### config.mk
export PLATFORM = sky130hd
export DESIGN_NAME = pfbc_top
export DESIGN_NICKNAME = d
export VERILOG_FILES = /design/src/pfbc_pkg.sv /design/src/pfbc_top.sv /design/src/pfbc_down_counter.sv
export SDC_FILE = /design/constraint.sdc
export NUM_CORES = 1
export LEC_CHECK = 0
export BUFFER_PORTS_ARGS = -buffer_cell sky130_fd_sc_hd__buf_2
export CORE_MARGIN = 2
export CORE_UTILIZATION = 53
export DETAILED_ROUTE_END_ITERATION = 7
export PLACE_DENSITY_LB_ADDON = 0.1
export SETUP_SLACK_MARGIN = 0.1
export SYNTH_ARGS = -nofsm -noshare
export SYNTH_HDL_FRONTEND = slang
export SYNTH_HIERARCHICAL = 1
export SYNTH_SLANG_ARGS = --single-unit
### constraint.sdc
create_clock -name core_clk -period 2.3 [get_ports core_clk]
set_clock_uncertainty 0.05 [all_clocks]
set_input_delay 0.115 -clock core_clk [delete_from_list [all_inputs] [get_ports core_clk]]
set_output_delay 0.115 -clock core_clk [all_outputs]
set_load 0.05 [all_outputs]
### src/pfbc_pkg.sv
/*
  Shared constants and types for the PWM fault, blanking and chop logic:
  register indices, field positions, reset values, write masks, timing
  constants and the fault state machine encoding.
  Assumes a single 100 MHz core clock and a 16-bit register port.
*/
package pfbc_pkg;

  // Register indices on the plain register port
  localparam logic [2:0] PFBC_IDX_FLT_LIMIT = 3'h0;
  localparam logic [2:0] PFBC_IDX_TRIG_PRI = 3'h1;
  localparam logic [2:0] PFBC_IDX_TRIG_SEC = 3'h2;
  localparam logic [2:0] PFBC_IDX_BLANK = 3'h3;
  localparam logic [2:0] PFBC_IDX_CAPTURE = 3'h4;
  localparam logic [2:0] PFBC_IDX_CHOP = 3'h5;
  localparam logic [2:0] PFBC_IDX_AUX = 3'h6;
  localparam logic [2:0] PFBC_IDX_OUT_DATA = 3'h7;

  // Reset values (all registers clear)
  localparam logic [15:0] PFBC_RST_REG = 16'h0000;

  // Writable bit masks; other bits read as zero, except the force status bits 15 and 14 of output data
  localparam logic [15:0] PFBC_MASK_FULL = 16'hFFFF;
  localparam logic [15:0] PFBC_MASK_UPPER13 = 16'hFFF8;
  localparam logic [15:0] PFBC_MASK_CHOP = 16'h83F8;
  localparam logic [15:0] PFBC_MASK_AUX = 16'hC03F;
  localparam logic [15:0] PFBC_MASK_OUT_DATA = 16'h000F;

  // Field positions
  localparam int PFBC_POS_VALUE_LSB = 3;
  localparam int PFBC_POS_CHOP_EN = 15;
  localparam int PFBC_POS_HIRES_PER = 15;
  localparam int PFBC_POS_HIRES_DUTY = 14;
  localparam int PFBC_POS_CHOP_SEL = 2;
  localparam int PFBC_POS_CHOP_HIGH = 1;
  localparam int PFBC_POS_CHOP_LOW = 0;
  localparam int PFBC_POS_FAULT_FORCED = 15;
  localparam int PFBC_POS_LIMIT_FORCED = 14;

  // Fault source codes at or above this value are reserved
  localparam logic [4:0] PFBC_SRC_FIRST_RSVD = 5'h08;

  // Fault mode codes
  localparam logic [1:0] PFBC_FMODE_LATCH = 2'h0;
  localparam logic [1:0] PFBC_FMODE_CYCLE = 2'h1;
  localparam logic [1:0] PFBC_FMODE_RSVD = 2'h2;
  localparam logic [1:0] PFBC_FMODE_OFF = 2'h3;

  // Chop source codes
  localparam logic [3:0] PFBC_CHOP_GEN = 4'h0;
  localparam logic [3:0] PFBC_CHOP_GEN1_HIGH = 4'h1;
  localparam logic [3:0] PFBC_CHOP_GEN2_HIGH = 4'h2;
  localparam logic [3:0] PFBC_CHOP_GEN4_HIGH = 4'h4;

  // Timing: core clock period and the documented step sizes, in ps
  localparam int PFBC_CLK_PERIOD_PS = 10000;
  localparam int PFBC_BLANK_STEP_PS = 8320;
  localparam int PFBC_CHOP_STEP_PS = 16640;
  // Blanking step, a least time, rounded up to whole cycles
  localparam int PFBC_BLANK_STEP_CYC =
    (PFBC_BLANK_STEP_PS + PFBC_CLK_PERIOD_PS - 1) / PFBC_CLK_PERIOD_PS;
  // Half of one chop step, rounded up, never below one cycle
  localparam int PFBC_CHOP_HALF_CYC =
    (PFBC_CHOP_STEP_PS / 2 + PFBC_CLK_PERIOD_PS - 1) / PFBC_CLK_PERIOD_PS;

  // Fault and current-limit control register layout
  typedef struct packed {
    logic independent_fault_enable; // Bit 15
    logic [4:0] limit_source_sel; // Bits 14-10
    logic limit_polarity; // Bit 9
    logic limit_mode_enable; // Bit 8
    logic [4:0] fault_source_sel; // Bits 7-3
    logic fault_polarity; // Bit 2
    logic [1:0] fault_mode_sel; // Bits 1-0
  } pfbc_flc_t;

  // Blanking control register layout
  typedef struct packed {
    logic high_rise_blank_en; // Bit 15
    logic high_fall_blank_en; // Bit 14
    logic low_rise_blank_en; // Bit 13
    logic low_fall_blank_en; // Bit 12
    logic fault_blank_enable; // Bit 11
    logic limit_blank_enable; // Bit 10
    logic [6:0] blanking_length; // Bits 9-3
    logic [2:0] unused; // Bits 2-0, read zero
  } pfbc_blank_t;

  // Fault force state, one-hot
  typedef enum logic [2:0] {
    PFBC_FS_IDLE = 3'b001,
    PFBC_FS_CYCLE = 3'b010,
    PFBC_FS_LATCH = 3'b100
  } pfbc_fstate_t;

endpackage

### src/pfbc_top.sv
/*
  Per-generator fault, current-limit, leading-edge blanking, trigger
  compare, time-base capture, chop clock and high-resolution enables.
  Assumes the PWM core supplies its raw outputs, time bases and a period
  start pulse, all synchronous to core_clk; register port reads answer
  one cycle after the read strobe.
*/
// The register offsets and the strobed register port were chosen for this implementation.
// How it works
// - Five-bit fault source picks one of eight
// - Fault polarity bit one means active low
// - Fault mode 11 ignores the fault input
// - Mode 01 forces outputs cycle by cycle
// - Mode 00 forces outputs and latches them
// - Primary compare match issues an ADC trigger
// - Secondary compare match triggers; low bits zero
// - Enabled output edges start the blanking counter
// - Fault blanking masks fault during window
// - Limit blanking masks limit during window
// - Blanking length counts in whole-cycle steps: the 8.32 ns step is rounded up to one 10 ns cycle
// - Limit leading edge captures primary time base
// - Capture uses limit input, after blanking
// - Chop generator runs only while enabled
// - Chop frequency follows divider and prescale
// - Auxiliary bit 15 enables high-resolution period
// - Auxiliary bit 14 enables high-resolution duty
// - Chop source selects generator or high outputs
// - Separate chop enables for high and low
// - Independent mode: limit forces high, fault low
// - Limit input forces outputs only while enabled
module pfbc_top
  import pfbc_pkg::*;
#(
  parameter int FAULT_INPUTS = 8,
  parameter int BLANK_W = 8,
  parameter int CHOP_W = 15
) (
  input wire logic core_clk,
  input wire logic reset,
  input wire logic [2:0] reg_addr,
  input wire logic [15:0] reg_wdata,
  input wire logic reg_wr,
  input wire logic reg_rd,
  output logic [15:0] reg_rdata,
  input wire logic [FAULT_INPUTS-1:0] fault_in,
  input wire logic pwm_high_in,
  input wire logic pwm_low_in,
  input wire logic pwm_period_start,
  input wire logic [15:0] time_base,
  input wire logic [15:0] secondary_time_base,
  input wire logic primary_local_tb,
  input wire logic secondary_local_tb,
  input wire logic [2:0] chop_peer_high,
  input wire logic [2:0] pwm_clock_prescale,
  output logic high_output,
  output logic low_output,
  output logic adc_trigger_primary,
  output logic adc_trigger_secondary,
  output logic hires_period_en,
  output logic hires_duty_en
);

  // Software visible registers
  pfbc_flc_t flc_r; // Fault and current-limit control
  logic [15:0] trig_pri_r; // Primary trigger compare
  logic [15:0] trig_sec_r; // Secondary trigger compare
  pfbc_blank_t blank_r; // Blanking control
  logic [15:0] capture_r; // Captured time base, read only
  logic [15:0] chop_r; // Chop clock control
  logic [15:0] aux_r; // Auxiliary control
  logic [15:0] out_data_r; // Fault and limit output states
  logic [15:0] rdata_r; // Read data, one cycle after the strobe

  // Internal signals
  logic fault_sel_raw; // Selected fault input, raw
  logic fault_active; // After polarity
  logic fault_q; // After blanking
  logic limit_sel_raw; // Selected limit input, raw
  logic limit_active; // After polarity
  logic limit_q; // After blanking
  logic limit_q_d; // Previous limit_q, for edge detect
  logic limit_edge; // Leading edge of the blanked limit input
  logic fault_mode_on; // Fault mode is 00 or 01
  logic fault_hit; // Active fault that the mode acts on
  logic limit_hit; // Active limit that the mode acts on
  logic fault_force; // Fault forcing is in effect
  logic limit_force; // Limit forcing is in effect
  pfbc_fstate_t fs_r, fs_nxt; // Fault force state
  logic limit_hold_r; // Limit force held to the period end
  logic high_d, low_d; // Previous raw outputs
  logic blank_start; // Enabled edge seen this cycle
  logic blank_busy; // Blanking window open
  logic [BLANK_W-1:0] blank_len; // Blanking count in cycles
  logic chop_busy; // Chop half period still running
  logic [CHOP_W-1:0] chop_half; // Chop half period in cycles
  logic chop_gen_r; // Chop generator output
  logic chop_sig; // Selected chop signal
  logic high_chopped, low_chopped; // Outputs after chopping
  logic high_nxt, low_nxt; // Outputs after forcing
  logic high_r, low_r; // Registered outputs
  logic pri_match, sec_match; // Compare matches
  logic pri_match_d, sec_match_d; // Previous matches
  logic trig_pri_r_out, trig_sec_r_out; // Trigger pulses

  // Register writes; reserved bits are masked to zero
  always_ff @(posedge core_clk) begin
    if (reset) begin
      flc_r <= pfbc_flc_t'(PFBC_RST_REG);
      trig_pri_r <= PFBC_RST_REG;
      trig_sec_r <= PFBC_RST_REG;
      blank_r <= pfbc_blank_t'(PFBC_RST_REG);
      chop_r <= PFBC_RST_REG;
      aux_r <= PFBC_RST_REG;
      out_data_r <= PFBC_RST_REG;
    end else if (reg_wr) begin
      unique case (reg_addr)
        PFBC_IDX_FLT_LIMIT: flc_r <= pfbc_flc_t'(reg_wdata & PFBC_MASK_FULL);
        PFBC_IDX_TRIG_PRI: trig_pri_r <= reg_wdata & PFBC_MASK_UPPER13;
        PFBC_IDX_TRIG_SEC: trig_sec_r <= reg_wdata & PFBC_MASK_UPPER13;
        PFBC_IDX_BLANK: blank_r <= pfbc_blank_t'(reg_wdata & PFBC_MASK_UPPER13);
        PFBC_IDX_CHOP: chop_r <= reg_wdata & PFBC_MASK_CHOP;
        PFBC_IDX_AUX: aux_r <= reg_wdata & PFBC_MASK_AUX;
        PFBC_IDX_OUT_DATA: out_data_r <= reg_wdata & PFBC_MASK_OUT_DATA;
        // Capture register is read only; writes are dropped
        PFBC_IDX_CAPTURE: begin
        end
      endcase
    end
  end

  // Read data for the cycle after a read strobe
  always_ff @(posedge core_clk) begin
    if (reset) begin
      rdata_r <= PFBC_RST_REG;
    end else if (reg_rd) begin
      unique case (reg_addr)
        PFBC_IDX_FLT_LIMIT: rdata_r <= 16'(flc_r);
        PFBC_IDX_TRIG_PRI: rdata_r <= trig_pri_r;
        PFBC_IDX_TRIG_SEC: rdata_r <= trig_sec_r;
        PFBC_IDX_BLANK: rdata_r <= 16'(blank_r);
        PFBC_IDX_CAPTURE: rdata_r <= capture_r;
        PFBC_IDX_CHOP: rdata_r <= chop_r;
        PFBC_IDX_AUX: rdata_r <= aux_r;
        // Output states plus live force status
        PFBC_IDX_OUT_DATA: begin
          rdata_r <= out_data_r;
          rdata_r[PFBC_POS_FAULT_FORCED] <= fault_force;
          rdata_r[PFBC_POS_LIMIT_FORCED] <= limit_force;
        end
      endcase
    end else begin
      rdata_r <= PFBC_RST_REG;
    end
  end

  assign reg_rdata = rdata_r;

  // Source selection; reserved codes select nothing
  always_comb begin
    fault_sel_raw = 1'b0;
    limit_sel_raw = 1'b0;
    if (flc_r.fault_source_sel < PFBC_SRC_FIRST_RSVD) begin
      fault_sel_raw = fault_in[flc_r.fault_source_sel[2:0]];
    end
    if (flc_r.limit_source_sel < PFBC_SRC_FIRST_RSVD) begin
      limit_sel_raw = fault_in[flc_r.limit_source_sel[2:0]];
    end
  end

  // Polarity: a set bit inverts to an active-low source
  assign fault_active = fault_sel_raw ^ flc_r.fault_polarity;
  assign limit_active = limit_sel_raw ^ flc_r.limit_polarity;

  // Blanking masks each input only when its enable is set
  assign fault_q = fault_active &
    !(blank_r.fault_blank_enable & blank_busy);
  assign limit_q = limit_active &
    !(blank_r.limit_blank_enable & blank_busy);

  // Edge history of the raw PWM outputs
  always_ff @(posedge core_clk) begin
    if (reset) begin
      high_d <= 1'b0;
      low_d <= 1'b0;
    end else begin
      high_d <= pwm_high_in;
      low_d <= pwm_low_in;
    end
  end

  // Any enabled edge restarts the blanking window
  assign blank_start =
    (blank_r.high_rise_blank_en & pwm_high_in & !high_d) |
    (blank_r.high_fall_blank_en & !pwm_high_in & high_d) |
    (blank_r.low_rise_blank_en & pwm_low_in & !low_d) |
    (blank_r.low_fall_blank_en & !pwm_low_in & low_d);

  // Window length scales the seven-bit field by the step
  assign blank_len = BLANK_W'(blank_r.blanking_length *
    PFBC_BLANK_STEP_CYC);

  // Blanking window counter
  pfbc_down_counter #(.W(BLANK_W)) u_blank_cnt (
    .core_clk(core_clk),
    .reset(reset),
    .load(blank_start),
    .load_value(blank_len),
    .busy(blank_busy)
  );

  // Fault acts only in modes 00 and 01; 10 and 11 ignore it
  assign fault_mode_on = (flc_r.fault_mode_sel == PFBC_FMODE_LATCH) ||
    (flc_r.fault_mode_sel == PFBC_FMODE_CYCLE);
  assign fault_hit = fault_q & fault_mode_on;
  assign limit_hit = limit_q & flc_r.limit_mode_enable;

  // Fault state: a new fault wins over the period release
  always_comb begin
    fs_nxt = fs_r;
    if (!fault_mode_on) begin
      fs_nxt = PFBC_FS_IDLE;
    end else if (fault_hit) begin
      if (flc_r.fault_mode_sel == PFBC_FMODE_LATCH) begin
        fs_nxt = PFBC_FS_LATCH;
      end else begin
        fs_nxt = PFBC_FS_CYCLE;
      end
    end else begin
      unique case (fs_r)
        PFBC_FS_IDLE: fs_nxt = PFBC_FS_IDLE;
        // Release at the next period start once the fault is gone
        PFBC_FS_CYCLE: begin
          if (pwm_period_start) begin
            fs_nxt = PFBC_FS_IDLE;
          end
        end
        PFBC_FS_LATCH: fs_nxt = PFBC_FS_LATCH;
      endcase
    end
  end

  // Fault state register
  always_ff @(posedge core_clk) begin
    if (reset) begin
      fs_r <= PFBC_FS_IDLE;
    end else begin
      fs_r <= fs_nxt;
    end
  end

  // Limit force holds to the end of the current period
  always_ff @(posedge core_clk) begin
    if (reset) begin
      limit_hold_r <= 1'b0;
    end else if (limit_hit) begin
      limit_hold_r <= 1'b1;
    end else if (pwm_period_start || !flc_r.limit_mode_enable) begin
      limit_hold_r <= 1'b0;
    end
  end

  assign fault_force = fault_hit | (fs_r != PFBC_FS_IDLE);
  assign limit_force = limit_hit | limit_hold_r;

  // Capture the primary time base on a blanked limit leading edge
  assign limit_edge = limit_q & !limit_q_d;
  always_ff @(posedge core_clk) begin
    if (reset) begin
      limit_q_d <= 1'b0;
      capture_r <= PFBC_RST_REG;
    end else begin
      limit_q_d <= limit_q;
      if (limit_edge) begin
        capture_r <= time_base & PFBC_MASK_UPPER13;
      end
    end
  end

  // Chop half period from divider and prescale
  assign chop_half = CHOP_W'(((CHOP_W'(chop_r[9:3]) + CHOP_W'(1))
    << pwm_clock_prescale) * PFBC_CHOP_HALF_CYC);

  // Chop period counter; held idle while the generator is off
  pfbc_down_counter #(.W(CHOP_W)) u_chop_cnt (
    .core_clk(core_clk),
    .reset(reset),
    .load(chop_r[PFBC_POS_CHOP_EN] & !chop_busy),
    .load_value(chop_half - CHOP_W'(1)),
    .busy(chop_busy)
  );

  // Chop generator toggles at each half period end
  always_ff @(posedge core_clk) begin
    if (reset) begin
      chop_gen_r <= 1'b0;
    end else if (!chop_r[PFBC_POS_CHOP_EN]) begin
      chop_gen_r <= 1'b0;
    end else if (!chop_busy) begin
      chop_gen_r <= !chop_gen_r;
    end
  end

  // Chop source; reserved codes leave outputs unchopped
  always_comb begin
    unique case (aux_r[PFBC_POS_CHOP_SEL +: 4])
      PFBC_CHOP_GEN: chop_sig = chop_gen_r;
      PFBC_CHOP_GEN1_HIGH: chop_sig = chop_peer_high[0];
      PFBC_CHOP_GEN2_HIGH: chop_sig = chop_peer_high[1];
      PFBC_CHOP_GEN4_HIGH: chop_sig = chop_peer_high[2];
      default: chop_sig = 1'b1;
    endcase
  end

  // Each output is gated only while its own enable is set
  assign high_chopped = pwm_high_in &
    (chop_sig | !aux_r[PFBC_POS_CHOP_HIGH]);
  assign low_chopped = pwm_low_in &
    (chop_sig | !aux_r[PFBC_POS_CHOP_LOW]);

  // Forcing after chopping; fault has priority in normal mode
  always_comb begin
    high_nxt = high_chopped;
    low_nxt = low_chopped;
    if (flc_r.independent_fault_enable) begin
      // Limit owns the high side, fault owns the low side
      if (limit_force) begin
        high_nxt = out_data_r[1];
      end
      if (fault_force) begin
        low_nxt = out_data_r[0];
      end
    end else begin
      if (limit_force) begin
        high_nxt = out_data_r[3];
        low_nxt = out_data_r[2];
      end
      if (fault_force) begin
        high_nxt = out_data_r[1];
        low_nxt = out_data_r[0];
      end
    end
  end

  // Registered outputs
  always_ff @(posedge core_clk) begin
    if (reset) begin
      high_r <= 1'b0;
      low_r <= 1'b0;
    end else begin
      high_r <= high_nxt;
      low_r <= low_nxt;
    end
  end

  // Trigger compares on the 13-bit upper fields
  assign pri_match = primary_local_tb &&
    (time_base[15:3] == trig_pri_r[15:3]);
  assign sec_match = secondary_local_tb &&
    (secondary_time_base[15:3] == trig_sec_r[15:3]);

  // One trigger pulse at the start of each match
  always_ff @(posedge core_clk) begin
    if (reset) begin
      pri_match_d <= 1'b0;
      sec_match_d <= 1'b0;
      trig_pri_r_out <= 1'b0;
      trig_sec_r_out <= 1'b0;
    end else begin
      pri_match_d <= pri_match;
      sec_match_d <= sec_match;
      trig_pri_r_out <= pri_match & !pri_match_d;
      trig_sec_r_out <= sec_match & !sec_match_d;
    end
  end

  assign high_output = high_r;
  assign low_output = low_r;
  assign adc_trigger_primary = trig_pri_r_out;
  assign adc_trigger_secondary = trig_sec_r_out;
  assign hires_period_en = aux_r[PFBC_POS_HIRES_PER];
  assign hires_duty_en = aux_r[PFBC_POS_HIRES_DUTY];
endmodule

### src/pfbc_down_counter.sv
/*
  Loadable down counter used for the blanking window and the chop clock.
  Assumes load has priority over counting and that a zero count is idle.
*/
module pfbc_down_counter #(
  parameter int W = 8
) (
  input wire logic core_clk,
  input wire logic reset,
  input wire logic load,
  input wire logic [W-1:0] load_value,
  output logic busy
);

  // Remaining count
  logic [W-1:0] count_r;

  // Load or count down to zero, then hold
  always_ff @(posedge core_clk) begin
    if (reset) begin
      count_r <= '0;
    end else if (load) begin
      count_r <= load_value;
    end else if (count_r != '0) begin
      count_r <= count_r - W'(1);
    end
  end

  // Busy while any count remains
  assign busy = (count_r != '0);

endmodule

### Yosys cells after proc, flatten, opt, wreduce, memory -nomap -nowiden

Index checks and enable logic that the tools add are counted.

* bits in registers: 141
* word-level logic and storage cells: 158
* output and inout bits: 22
* bits of input ports: 74

* bitwise operators: 32
* reductions and logical operators: 37
* equal/unequal tests: 18
* multiplexer cells: 26
* $add $sub $neg: 4
* magnitude comparators: 4
* shift operators: 1

Operators by type and width (number)
* 16-bit case mux with 8 select lines: 1
* 15-bit 2-to-1 mux: 2
* 15-bit by 1-bit subtractor with 15-bit output, second input constant: 2
* 13-bit == test: 2
* 1-bit AND: 20
* 3-bit == test, second input constant: 5
* 15-bit nonzero test: 1
* 8-bit by 3-bit left shift with 15-bit output: 1
* 1-bit zero test: 14
* 1-bit 2-to-1 mux: 14
* 7-bit 2-to-1 mux: 2
* 2-bit AND reduction: 7
* 5-bit by 4-bit less-than comparator with 1-bit output, second input constant: 2
* 3-bit by 2-bit == test with 1-bit output, second input constant: 3
* 3-bit 2-to-1 mux: 3
* 3-bit case mux with 3 select lines: 1
* 7-bit by 1-bit adder with 8-bit output, second input constant: 1
* 3-bit by 4-bit less-than comparator with 1-bit output, second input constant: 2
* 8-bit nonzero test: 1
* 2-bit OR reduction: 4
* 8-bit by 1-bit subtractor with 8-bit output, second input constant: 1
* 1-bit OR: 7
* 1-bit binary-select mux with 3-bit select: 2
* 3-bit by 1-bit == test with 1-bit output, second input constant: 2
* other kinds (15): 22

### Depth between registers and ports, before layout

Gate-level depths: netlist (run 1).

* word-level depth: 10
* mapped depth: 13
* gate-level depth less buffers: 11

### Hierarchy

The synthesis (run 1) kept the hierarchy.

Modules (own cells, without submodules)
* pfbc_top: instances 1, area each 6676.4 um^2, sequential area each 2362.3 um^2, cells each 851
* pfbc_down_counter at u_chop_cnt: instances 1, area each 899.6 um^2, sequential area each 300.3 um^2, cells each 101
* pfbc_down_counter at u_blank_cnt: instances 1, area each 479.2 um^2, sequential area each 160.2 um^2, cells each 54

### Least setup slack after synthesis (run 1)

Ideal clock, no wire load.

* path kind: flip-flop to flip-flop
* from: register u_blank_cnt.count_r[4]
* to: register low_r (netlist: low_output)
* arrival time: 2.341 ns
* setup slack: -0.237 ns
* data required time: 2.104 ns
* period minus slack after synthesis: 2.537 ns
* cell stages (with the launch flop): 11
* setup time: 0.146 ns
* path buffers: 0
* path through: dfxtp_1 -> or4_4 -> nor4b_4 -> inv_2 -> nand2_1 -> o2111ai_1 -> nor4_1 -> a2111oi_4 -> nor2_1 -> mux2i_1 -> a311oi_1

* word-level cells in the longest chain between the ends: 9
* elaborated cells on any way between the ends: 15

Ends and longest elaborated chain
* from (decl): line pfbc_down_counter.sv:16 `logic [W-1:0] count_r;`
* from (signal assigned): line pfbc_down_counter.sv:23 `count_r <= load_value;`
* from (signal assigned): line pfbc_down_counter.sv:25 `count_r <= count_r - W'(1);`
* 8-bit nonzero test (*): line pfbc_down_counter.sv:30 `assign busy = (count_r != '0);`
* via blank_busy: line pfbc_top.sv:92 `logic blank_busy;`
* 1-bit AND: line pfbc_top.sv:178 `!(blank_r.limit_blank_enable & blank_busy);`
* 1-bit zero test: line pfbc_top.sv:178
* 1-bit AND: line pfbc_top.sv:177 `assign limit_q = limit_active &`
* 1-bit AND: line pfbc_top.sv:215 `assign limit_hit = limit_q & flc_r.limit_mode_enable;`
* 1-bit OR: line pfbc_top.sv:263 `assign limit_force = limit_hit | limit_hold_r;`
* 1-bit 2-to-1 mux: line pfbc_top.sv:333 `if (limit_force) begin`
* 1-bit 2-to-1 mux: line pfbc_top.sv:337 `if (fault_force) begin`
* 1-bit 2-to-1 mux (*): line pfbc_top.sv:324 `if (flc_r.independent_fault_enable) begin`
* to (signal assigned): line pfbc_top.sv:351 `low_r <= low_nxt;`
* to (decl): line pfbc_top.sv:100 `logic high_r, low_r;`

The timed path passes the listed nets; every way through them passes the cells marked *.
A chain may end at the register's enable or synchronous reset.

### Worst setup path after layout (run 1)

* from: register u_blank_cnt.count_r[3]
* to: register low_r (netlist: low_output)

Same word-level chain as after synthesis.

==> results of run 1 <==
kinds of logic (layout without fill, tap and decap cells):
| logic type | Yosys count | count (layout) | share of synthesized area |
|---|---|---|---|
| simple gates | 432 | 432 | 0.263 |
| compound gates | 239 | 239 | 0.196 |
| flops | 141 | 141 | 0.350 |
| buf+inv | 81 | 288 | 0.0508 |
| mux | 55 | 55 | 0.0750 |
| xor+xnor | 52 | 52 | 0.0565 |
| fa+ha+maj | 5 | 5 | 0.00777 |
| other cells | 1 | 1 | 0.000466 |
state kept, by name, summed over array words and instances (netlist names), 13 cells and up:
signal,cells
trig_sec_r,13
reg_rdata,16
flc_r,16
blank_r,13
u_chop_cnt/count_r,15
capture_r,13
trig_pri_r,13
synthesized netlist by cell type (all sizes together), types with 4 or more instances:
cell	number	area share
a31oi	4	0.0039
nor3	16	0.011
o211ai	11	0.013
nand4	12	0.011
mux2	7	0.011
a21oi	113	0.071
nor2b	17	0.013
and3	5	0.0045
nor4	16	0.018
nor3b	6	0.0070
o31a	4	0.0043
inv	21	0.0098
nand2b	14	0.011
nor2	89	0.043
or3	6	0.0047
o32ai	5	0.0054
clkbuf	32	0.015
buf	27	0.026
nand2	204	0.096
or2	4	0.0031
dfxtp	141	0.35
xnor2	29	0.032
mux2i	45	0.056
a211oi	10	0.011
ha	5	0.0078
nand3	15	0.0099
a21boi	5	0.0051
a2111oi	4	0.0068
xor2	23	0.025
nand3b	6	0.0056
nand4b	5	0.0054
o21ai	50	0.037
critical path, cell delays in order, from the launching register on:
cell and delay [ns]:
dfxtp_2 0.32, or4_4 0.55, nor4b_4 0.29, inv_2 0.10, nand2_4 0.10, and3_4 0.19, o31a_1 0.18, a2111oi_4 0.07
nor2_1 0.16, mux2i_1 0.21, a311oi_1 0.10
where the power goes:
part           total, mW  switching (mW)  internal [mW]
clock network       2.75            1.22           1.53
logic               2.63            1.38           1.25
registers           2.95           0.259           2.69
stage by stage:
step / TNS (ns) / utilization
2_1_floorplan: -0.126 / -
3_3_place_gp: -0.623 / 0.613
3_5_place_dp: -1.03 / 0.613
4_1_cts: -1.34 / 0.688
5_1_grt: -3.25 / 0.704
6_report: -1.19 / 0.704
repair_timing:
action	in CTS	in global routing
cloned	1	1
setup endpoints to repair	27	35
hold buffers	38	0
endpoints found under the hold margin	87	0
buffers inserted	5	6
pin swaps	5	7
gates resized for setup	18	48
worst paths after layout:
check,to,slack [ns]
setup / recovery,low_output,-0.18
hold / removal,fs_r[1],0.02
hold reg to reg,adc_trigger_secondary,0.35
setup reg to reg,low_output,-0.18
layout make-up:
type	count	area, um^2	area share
repair buffers	234	1680	0.159
inverters	22	82.6	0.00780
well taps	188	235	0.0222
clock inverters	14	150	0.0142
multi-input cells	784	5170	0.488
clock buffers	18	429	0.0405
flip-flops and latches	141	2840	0.268
per-layer routing:
layer	up-vias	part of all wire	GRT usage
li1	3910	-	-
met1	3771	0.41	0.383
met2	311	0.50	0.534
met3	57	0.057	0.0616
met4	0	0.035	0.125
met5	-	0	0
==> impl_metrics.ini, run 1 <==
[clock_tree]
cts-root-to-sink-buffers = 2
insertion_delay_ns = 0.43
htree_levels = 4
clkSlewWorstSetupHoldPaths_ns = 0.07
cts_root_buf = clkbuf_16
cts.sink_count = 141
tritoncts = done
cts_made_buffers = 17

[logic_synthesis]
synth.yosys.seq_area_share = 0.350
post_synth_inst_count = 1006
postSynth.topFlopCell = dfxtp_1
synthesis.area_mm2 = 0.00806
syn-num-nets = 1085
async_reset_ff_frac = 0
synth.avg_cell_area_um2 = 8.01
synth-seq-cells = 141
yosys_warnings = 6
synthDistinctLibCells = 96
synth-edff-count = 0

[global_route]
grt_pass1_vias = 7872
grt_pass1_wl_mm = 39.7
antenna_violations_before_repair = 0
groute.usage.overall = 0.311
largest_net_degree_at_the_start_of_global_routing = 44
remaining_overflow_grt = 0

[power]
p_leak_nw = 4.07
powerDensity_mw_per_mm2 = 786
worst_ir_drop_vdd_mv = 0.632
total_power_mw = 8.33

[route]
detail_routed_net_length_per_standard_cell_um = 18.0
avgViaCountPerCell = 5.75
drt-pass1-iter-count = 5
initialDrtViolationCount = 656
ant_nets = 0
routed_wl_mm = 25.3
num_vias = 8049
drt_drc_violations_left = 0

[critical_path]
worstPathMaxFanout = 5
worst_ep_arrival_time_ns = 2.71
reg2reg_depth = 10
crit_start = u_blank_cnt/count_r[3]
worst_setup_path_end_kind = flop
timing.setup.critical_path_class = flop to flop
cp-start-kind = flop
r2r_path_start = u_blank_cnt/count_r[3]
cp_data_required_time_ns = 2.53

[place]
place_inst = 1318
place_worst_setup_slack_ns = -0.221
port_buffers = 89
place_hpwl_mm = 17.7
final_estimated_routing_congestion_in_global_placement = 0.951
placedInstanceArea_mm2 = 0.00922

[timing]
tightest_slew_ns = 0.923
finalCritPeriodShare = 1.08
timing.final.max_slew_violations = 0
max_clock_freq_ghz = 0.404
finalHoldViolations = 0
finalCriticalPeriod_ns = 2.48
hold_ws_ns = 0.0209
grt_setup_unrepaired = true
timing.max_slew.rel_slack = 0.383
timing.final.setup_violations = 22
setup_slack_ns = -0.178

[final_layout]
ant_diodes = 0
area.growth.synth_to_final_pct = 31.5
final_layout_size_suffix_gt1_frac = 0.272
nets = 1279
fillerInstances = 1267
mostFrequentLayoutCell = nand2_1
layout_common_cells = nand2_1 (201), dfxtp_1 (131), a21oi_1 (109)
fin_cells = 1401
finalInstanceArea_mm2 = 0.0106

[die]
design.core.area_mm2 = 0.0150
fp.dieW_um = 127
site_row_count = 45
dieArea_mm2 = 0.0162
initial_core_util = 0.536
io_pins = 96
die_height_um = 127

[hold_path]
min-delay-start = pwm_period_start
worst_hold_path_stage_count = 4
worstHoldPathType = input pin to flop

[status]
status = finished, violations left
violations = setup timing

[flow_run]
max-cap-violations = 0
(Power assumes the default switching activity.)
==> run 2: changes to the inputs <==
Settings changed: CORE_MARGIN 2 to not set.
==> impl_metrics.ini, run 2 (synthesis gave the netlist of run 1 again) <==
[final_layout]
combined_area_of_the_multi_input_logic_cells_mm2 = 0.00509
mostFrequentLayoutCell = nand2_1
fillerInstances = 1166
postLayoutCoreUtil = 0.718
final_layout_size_suffix_gt1_frac = 0.269
ant_diodes = 0
area.growth.synth_to_final_pct = 31.0
layout_common_cells = nand2_1 (202), dfxtp_1 (135), a21oi_1 (108)
ff_latch_area_mm2 = 0.00283
nets = 1285

[timing]
max_clock_freq_ghz = 0.398
finalCritPeriodShare = 1.09
timing.final.setup_violations = 23
timing.final.max_slew_violations = 0
finalHoldViolations = 0
finalCriticalPeriod_ns = 2.51
timing.max_slew.rel_slack = 0.462
tightest_slew_ns = 0.805
grt_setup_unrepaired = true
setup_slack_ns = -0.215

[power]
net-switching-power_mw = 2.68
p_leak_nw = 4.09
clkPwrFrac = 0.318
powerDensity_mw_per_mm2 = 771
worst_ir_drop_vdd_mv = 0.578
power.internal_mw = 5.46
power.share.combinational = 0.319
power_switching_share = 0.329
power.sequential.fraction = 0.364

[critical_path]
worst_setup_path_end_kind = flop
cp_data_required_time_ns = 2.61
timing.setup.critical_path_class = flop to flop
worst_ep_arrival_time_ns = 2.83
worstPathMaxFanout = 5
cp-start-kind = flop

[clock_tree]
cts.sink_count = 141
tritoncts = done
htree_levels = 4
cts-root-to-sink-buffers = 2
insertion_delay_ns = 0.42
clkSlewWorstSetupHoldPaths_ns = 0.06
cts_made_buffers = 17
cts_root_buf = clkbuf_16

[global_route]
antenna_violations_before_repair = 0
grt_pass1_wl_mm = 40.2
grt_pass1_vias = 7912
remaining_overflow_grt = 0
largest_net_degree_at_the_start_of_global_routing = 40
groute.usage.overall = 0.325

[die]
die_height_um = 125
dieArea_mm2 = 0.0157
fp.dieW_um = 125
site_row_count = 44
design.core.area_mm2 = 0.0147
initial_core_util = 0.548
io_pins = 96

[place]
final_estimated_routing_congestion_in_global_placement = 0.936
place_hpwl_mm = 17.6
place_worst_setup_slack_ns = -0.218
port_buffers = 89

[flow_run]
max-cap-violations = 0

[route]
detail_routed_net_length_per_standard_cell_um = 18.0
routed_wl_mm = 25.2
initialDrtViolationCount = 635
num_vias = 8142
drt-pass1-iter-count = 8
ant_nets = 0
drt_drc_violations_left = 0
avgViaCountPerCell = 5.81

[hold_path]
worstHoldPathType = input pin to flop

[status]
status = finished, violations left
violations = setup timing
run 2: changes by cell type in the layout (fill, tap and decap cells not counted), sizes merged:
cell      change
clkinvlp      -1
inv           -7
clkbuf        +2
clkinv        +4
buf           +5
nand2         +1
run 2: final timing paths:
path	cells past startpoint	from	endpoint	slack, ns
hold / removal	3	pwm_period_start	limit_hold_r	0.03
hold reg to reg	1	pri_match_d	adc_trigger_primary	0.35
setup / recovery	10	u_blank_cnt/count_r[4]	reg_rdata[14]	-0.21
setup reg to reg	10	u_blank_cnt/count_r[4]	reg_rdata[14]	-0.21
run 2: area by class of cell:
type / count / share of cell area
inverters: 22 / 0.00782
well taps: 184 / 0.0218
repair buffers: 239 / 0.168
multi-input cells: 785 / 0.483
clock inverters: 10 / 0.00865
flip-flops and latches: 141 / 0.268
clock buffers: 20 / 0.0433
run 2: timing repair:
| action | CTS | global route |
|---|---|---|
| hold buffers | 38 | 0 |
| hold endpoints to repair | 86 | 0 |
| endpoints found under the setup margin | 27 | 35 |
| gates cloned | 1 | 2 |
| pin swaps | 5 | 11 |
| buffers inserted | 9 | 6 |
| gates resized for setup | 22 | 23 |
run 2: critical path: stages, from the launching register on:
cell       delay (ns)
dfxtp_2          0.32
or4_4            0.55
nor4b_4          0.34
inv_2            0.12
nand2_4          0.09
o2111ai_2        0.13
nor4_4           0.22
a2111oi_4        0.10
buf_4            0.17
a211oi_2         0.17
o221a_2          0.20
run 2: stage by stage:
stage               hold slack (ns)  cell area [um^2]  cells  total power [mW]  TNS (ns)
floorplan                     0.193              8150   1006              4.63    -0.126
global placement              0.331              9280   1315              5.27    -0.529
detailed placement            0.337              9280   1315              5.30    -0.968
CTS                          0.0177             10400   1393              8.01     -1.20
global route                 0.0413             10600   1401              8.50     -5.11
finish                       0.0289             10600   1401              8.14     -2.28
run 2: metal layers:
layer | GRT usage | routed length, um
met1 | 0.393 | 10500
met2 | 0.560 | 12400
met3 | 0.0578 | 1580
met4 | 0.150 | 852
met5 | 0 | 0
run 2: power by group through the flow:
stage               clock, mW  combinational (mW)  sequential, mW
floorplan                   0                1.63            3.00
global placement            0                2.28            2.99
detailed placement          0                2.30            3.00
CTS                      2.60                2.46            2.95
global route             2.70                2.81            2.99
finish                   2.59                2.59            2.96
==> run 3: changes to the inputs <==
Settings changed: GPL_TIMING_DRIVEN set to 1, SYNTH_HIERARCHICAL 1 to not set.
==> impl_metrics.ini, run 3 <==
[status]
status = finished, violations left
violations = setup timing

[critical_path]
crit_start = chop_r[4]
worst_setup_path_end_kind = flop
slowest_stage = or4b_1
r2r_path_start = chop_r[4]
cpPeakStageDelay_ns = 0.46
critical_path.reg2reg.endpoint = u_chop_cnt.count_r[11]
critical_path_cell_list = ha_4 > buf_6 > or2_1 > a21oi_2 > nor3_1 > a31oi_2 > buf_4 > o31ai_4 > or3_4 > or4b_1 > nand2_1
reg2reg_depth = 11
critPathCapture = u_chop_cnt.count_r[11]
cp_data_required_time_ns = 2.63
worstPathMaxFanout = 6
cp-start-kind = flop
setup.reg_to_reg.worst_slack_ns = -0.27
timing.setup.critical_path_class = flop to flop
worst_ep_arrival_time_ns = 2.89

[flow_run]
max-cap-violations = 0

[final_layout]
fillerInstances = 993
area.growth.synth_to_final_pct = 37.4
ant_diodes = 0
mostFrequentLayoutCell = nand2_1
nets = 1199
layout_common_cells = nand2_1 (173), dfxtp_1 (131), buf_4 (110)
fin_cells = 1310
finalInstanceArea_mm2 = 0.0100
final_layout_size_suffix_gt1_frac = 0.298

[place]
final_estimated_routing_congestion_in_global_placement = 0.956
place_hpwl_mm = 16.5
port_buffers = 89
place_inst = 1227
place_worst_setup_slack_ns = -0.271
placedInstanceArea_mm2 = 0.00861

[logic_synthesis]
synth_fa_ha_area_frac = 0.00685
netlist.area_leader.share = 0.386
postSynth.topFlopCell = dfxtp_1
yosys_warnings = 0
synthDistinctLibCells = 80
post_synth_inst_count = 907
synthSimpleGateAreaFrac = 0.252
synth.cells.most_frequent = nand2_1 (176), dfxtp_1 (141), a21oi_1 (111)
synth.yosys.seq_area_share = 0.386
combinational_family_with_the_most_area_after_synthesis = simple AND/OR/NAND/NOR gates
synth-seq-cells = 141
synthesis.area_mm2 = 0.00730
synthDominantAreaCellType = dfxtp_1
synth-xor-area-share = 0.0480
yosysMostFrequentCell = nand2_1
synth-compound-area-share = 0.187
synth.avg_cell_area_um2 = 8.05
ranking_of_synthesized_cells_by_area = dfxtp_1 (39%), nand2_1 (9.0%), a21oi_1 (7.6%)
syn-num-nets = 985
synth-edff-count = 0
synth.area.mux_share = 0.0788
async_reset_ff_frac = 0

[clock_tree]
cts_made_buffers = 17
clkSlewWorstSetupHoldPaths_ns = 0.06
insertion_delay_ns = 0.43
cts_root_buf = clkbuf_16
htree_levels = 4
tritoncts = done
cts-root-to-sink-buffers = 2
cts.sink_count = 141

[route]
avgViaCountPerCell = 5.84
num_vias = 7655
initialDrtViolationCount = 651
detail_routed_net_length_per_standard_cell_um = 18.4
ant_nets = 0
drt_drc_violations_left = 0
drt-pass1-iter-count = 6
routed_wl_mm = 24.0

[global_route]
busiest_layer = met2
antenna_violations_before_repair = 0
largest_net_degree_at_the_start_of_global_routing = 44
grt_pass1_wl_mm = 37.8
groute.usage.overall = 0.345
met3_capacity_usage_during_global_routing = 0.0747
met1_usage = 0.419
remaining_overflow_grt = 0
grt_pass1_vias = 7366
grt.met2_usage = 0.570

[timing]
setup_slack_ns = -0.268
timing.max_slew.rel_slack = 0.543
setup_tns_ns = -1.78
timing.final.max_slew_violations = 0
hold_ws_ns = 0.0594
finalCriticalPeriod_ns = 2.57
max_clock_freq_ghz = 0.389
finalCritPeriodShare = 1.12
finalHoldViolations = 0
timing.final.setup_violations = 17
tightest_slew_ns = 0.668
grt_setup_unrepaired = true

[die]
fp.dieW_um = 119
design.core.area_mm2 = 0.0133
die_height_um = 119
dieArea_mm2 = 0.0143
initial_core_util = 0.547
io_pins = 96
site_row_count = 42

[power]
powerDensity_mw_per_mm2 = 816
p_leak_nw = 3.96
worst_ir_drop_vdd_mv = 0.620

[hold_path]
worstHoldPathType = input pin to flop
## run 3: report_power, final
part | internal (mW) | switching (mW)
registers | 2.66 | 0.188
clock network | 1.52 | 1.19
logic | 1.34 | 1.29
## run 3: cell type report
type | count | area [um^2] | share of cell area
Clock buffer | 17 | 425 | 0.0424
Clock inverter | 15 | 153 | 0.0152
Inverter | 13 | 48.8 | 0.00486
Multi-Input combinational cell | 702 | 4560 | 0.454
Sequential cell | 141 | 2840 | 0.283
Tap cell | 176 | 220 | 0.0219
Timing Repair Buffer | 246 | 1790 | 0.178
## run 3: logic make-up after synthesis
kind of cell	Yosys count
AO/OA/AOI/OAI	220
XOR/XNOR	40
adder cells (fa/ha/maj)	4
buffers and inverters	64
flip-flops	141
multiplexers	50
AND/OR/NAND/NOR	388
## run 3: per-stage QoR
step / util / power, mW
after floorplan: - / 4.18
after global placement: 0.645 / 5.01
after detailed placement: 0.645 / 5.04
after CTS: 0.738 / 7.99
after global routing: 0.752 / 8.57
final: 0.752 / 8.19
## run 3: what timing repair did
item | in CTS | in global routing
setup buffers | 7 | 5
resized for setup | 44 | 39
setup endpoints to repair | 28 | 29
gates cloned | 1 | 0
endpoints found under the hold margin | 90 | 0
hold buffers | 39 | 0
pin swaps | 22 | 20
## run 3: worst min path at each step
stage,start,to,slack [ns],cells after the start
after floorplan,reg_wdata[4],chop_r[4],0.19,2
after global placement,time_base[15],capture_r[15],0.33,3
after detailed placement,time_base[5],capture_r[5],0.34,3
after CTS,reset,limit_q_d,0.05,2
after global routing,reset,flc_r[13],0.07,2
final,reset,limit_q_d,0.06,2
## run 3: critical path: cells and delay by family, from the launching register on
family / cells / cell delay, ns
and+or+nand+nor: 5 / 1.18
AOI/OAI and AO/OA: 3 / 0.48
DFF: 1 / 0.35
buffers and inverters: 2 / 0.27
adders and majority gates: 1 / 0.18
## run 3: layer usage
layer,up-vias,share of wire
met4,0,0.045
li1,3628,-
met5,-,0
met3,80,0.071
met2,359,0.48
met1,3588,0.40
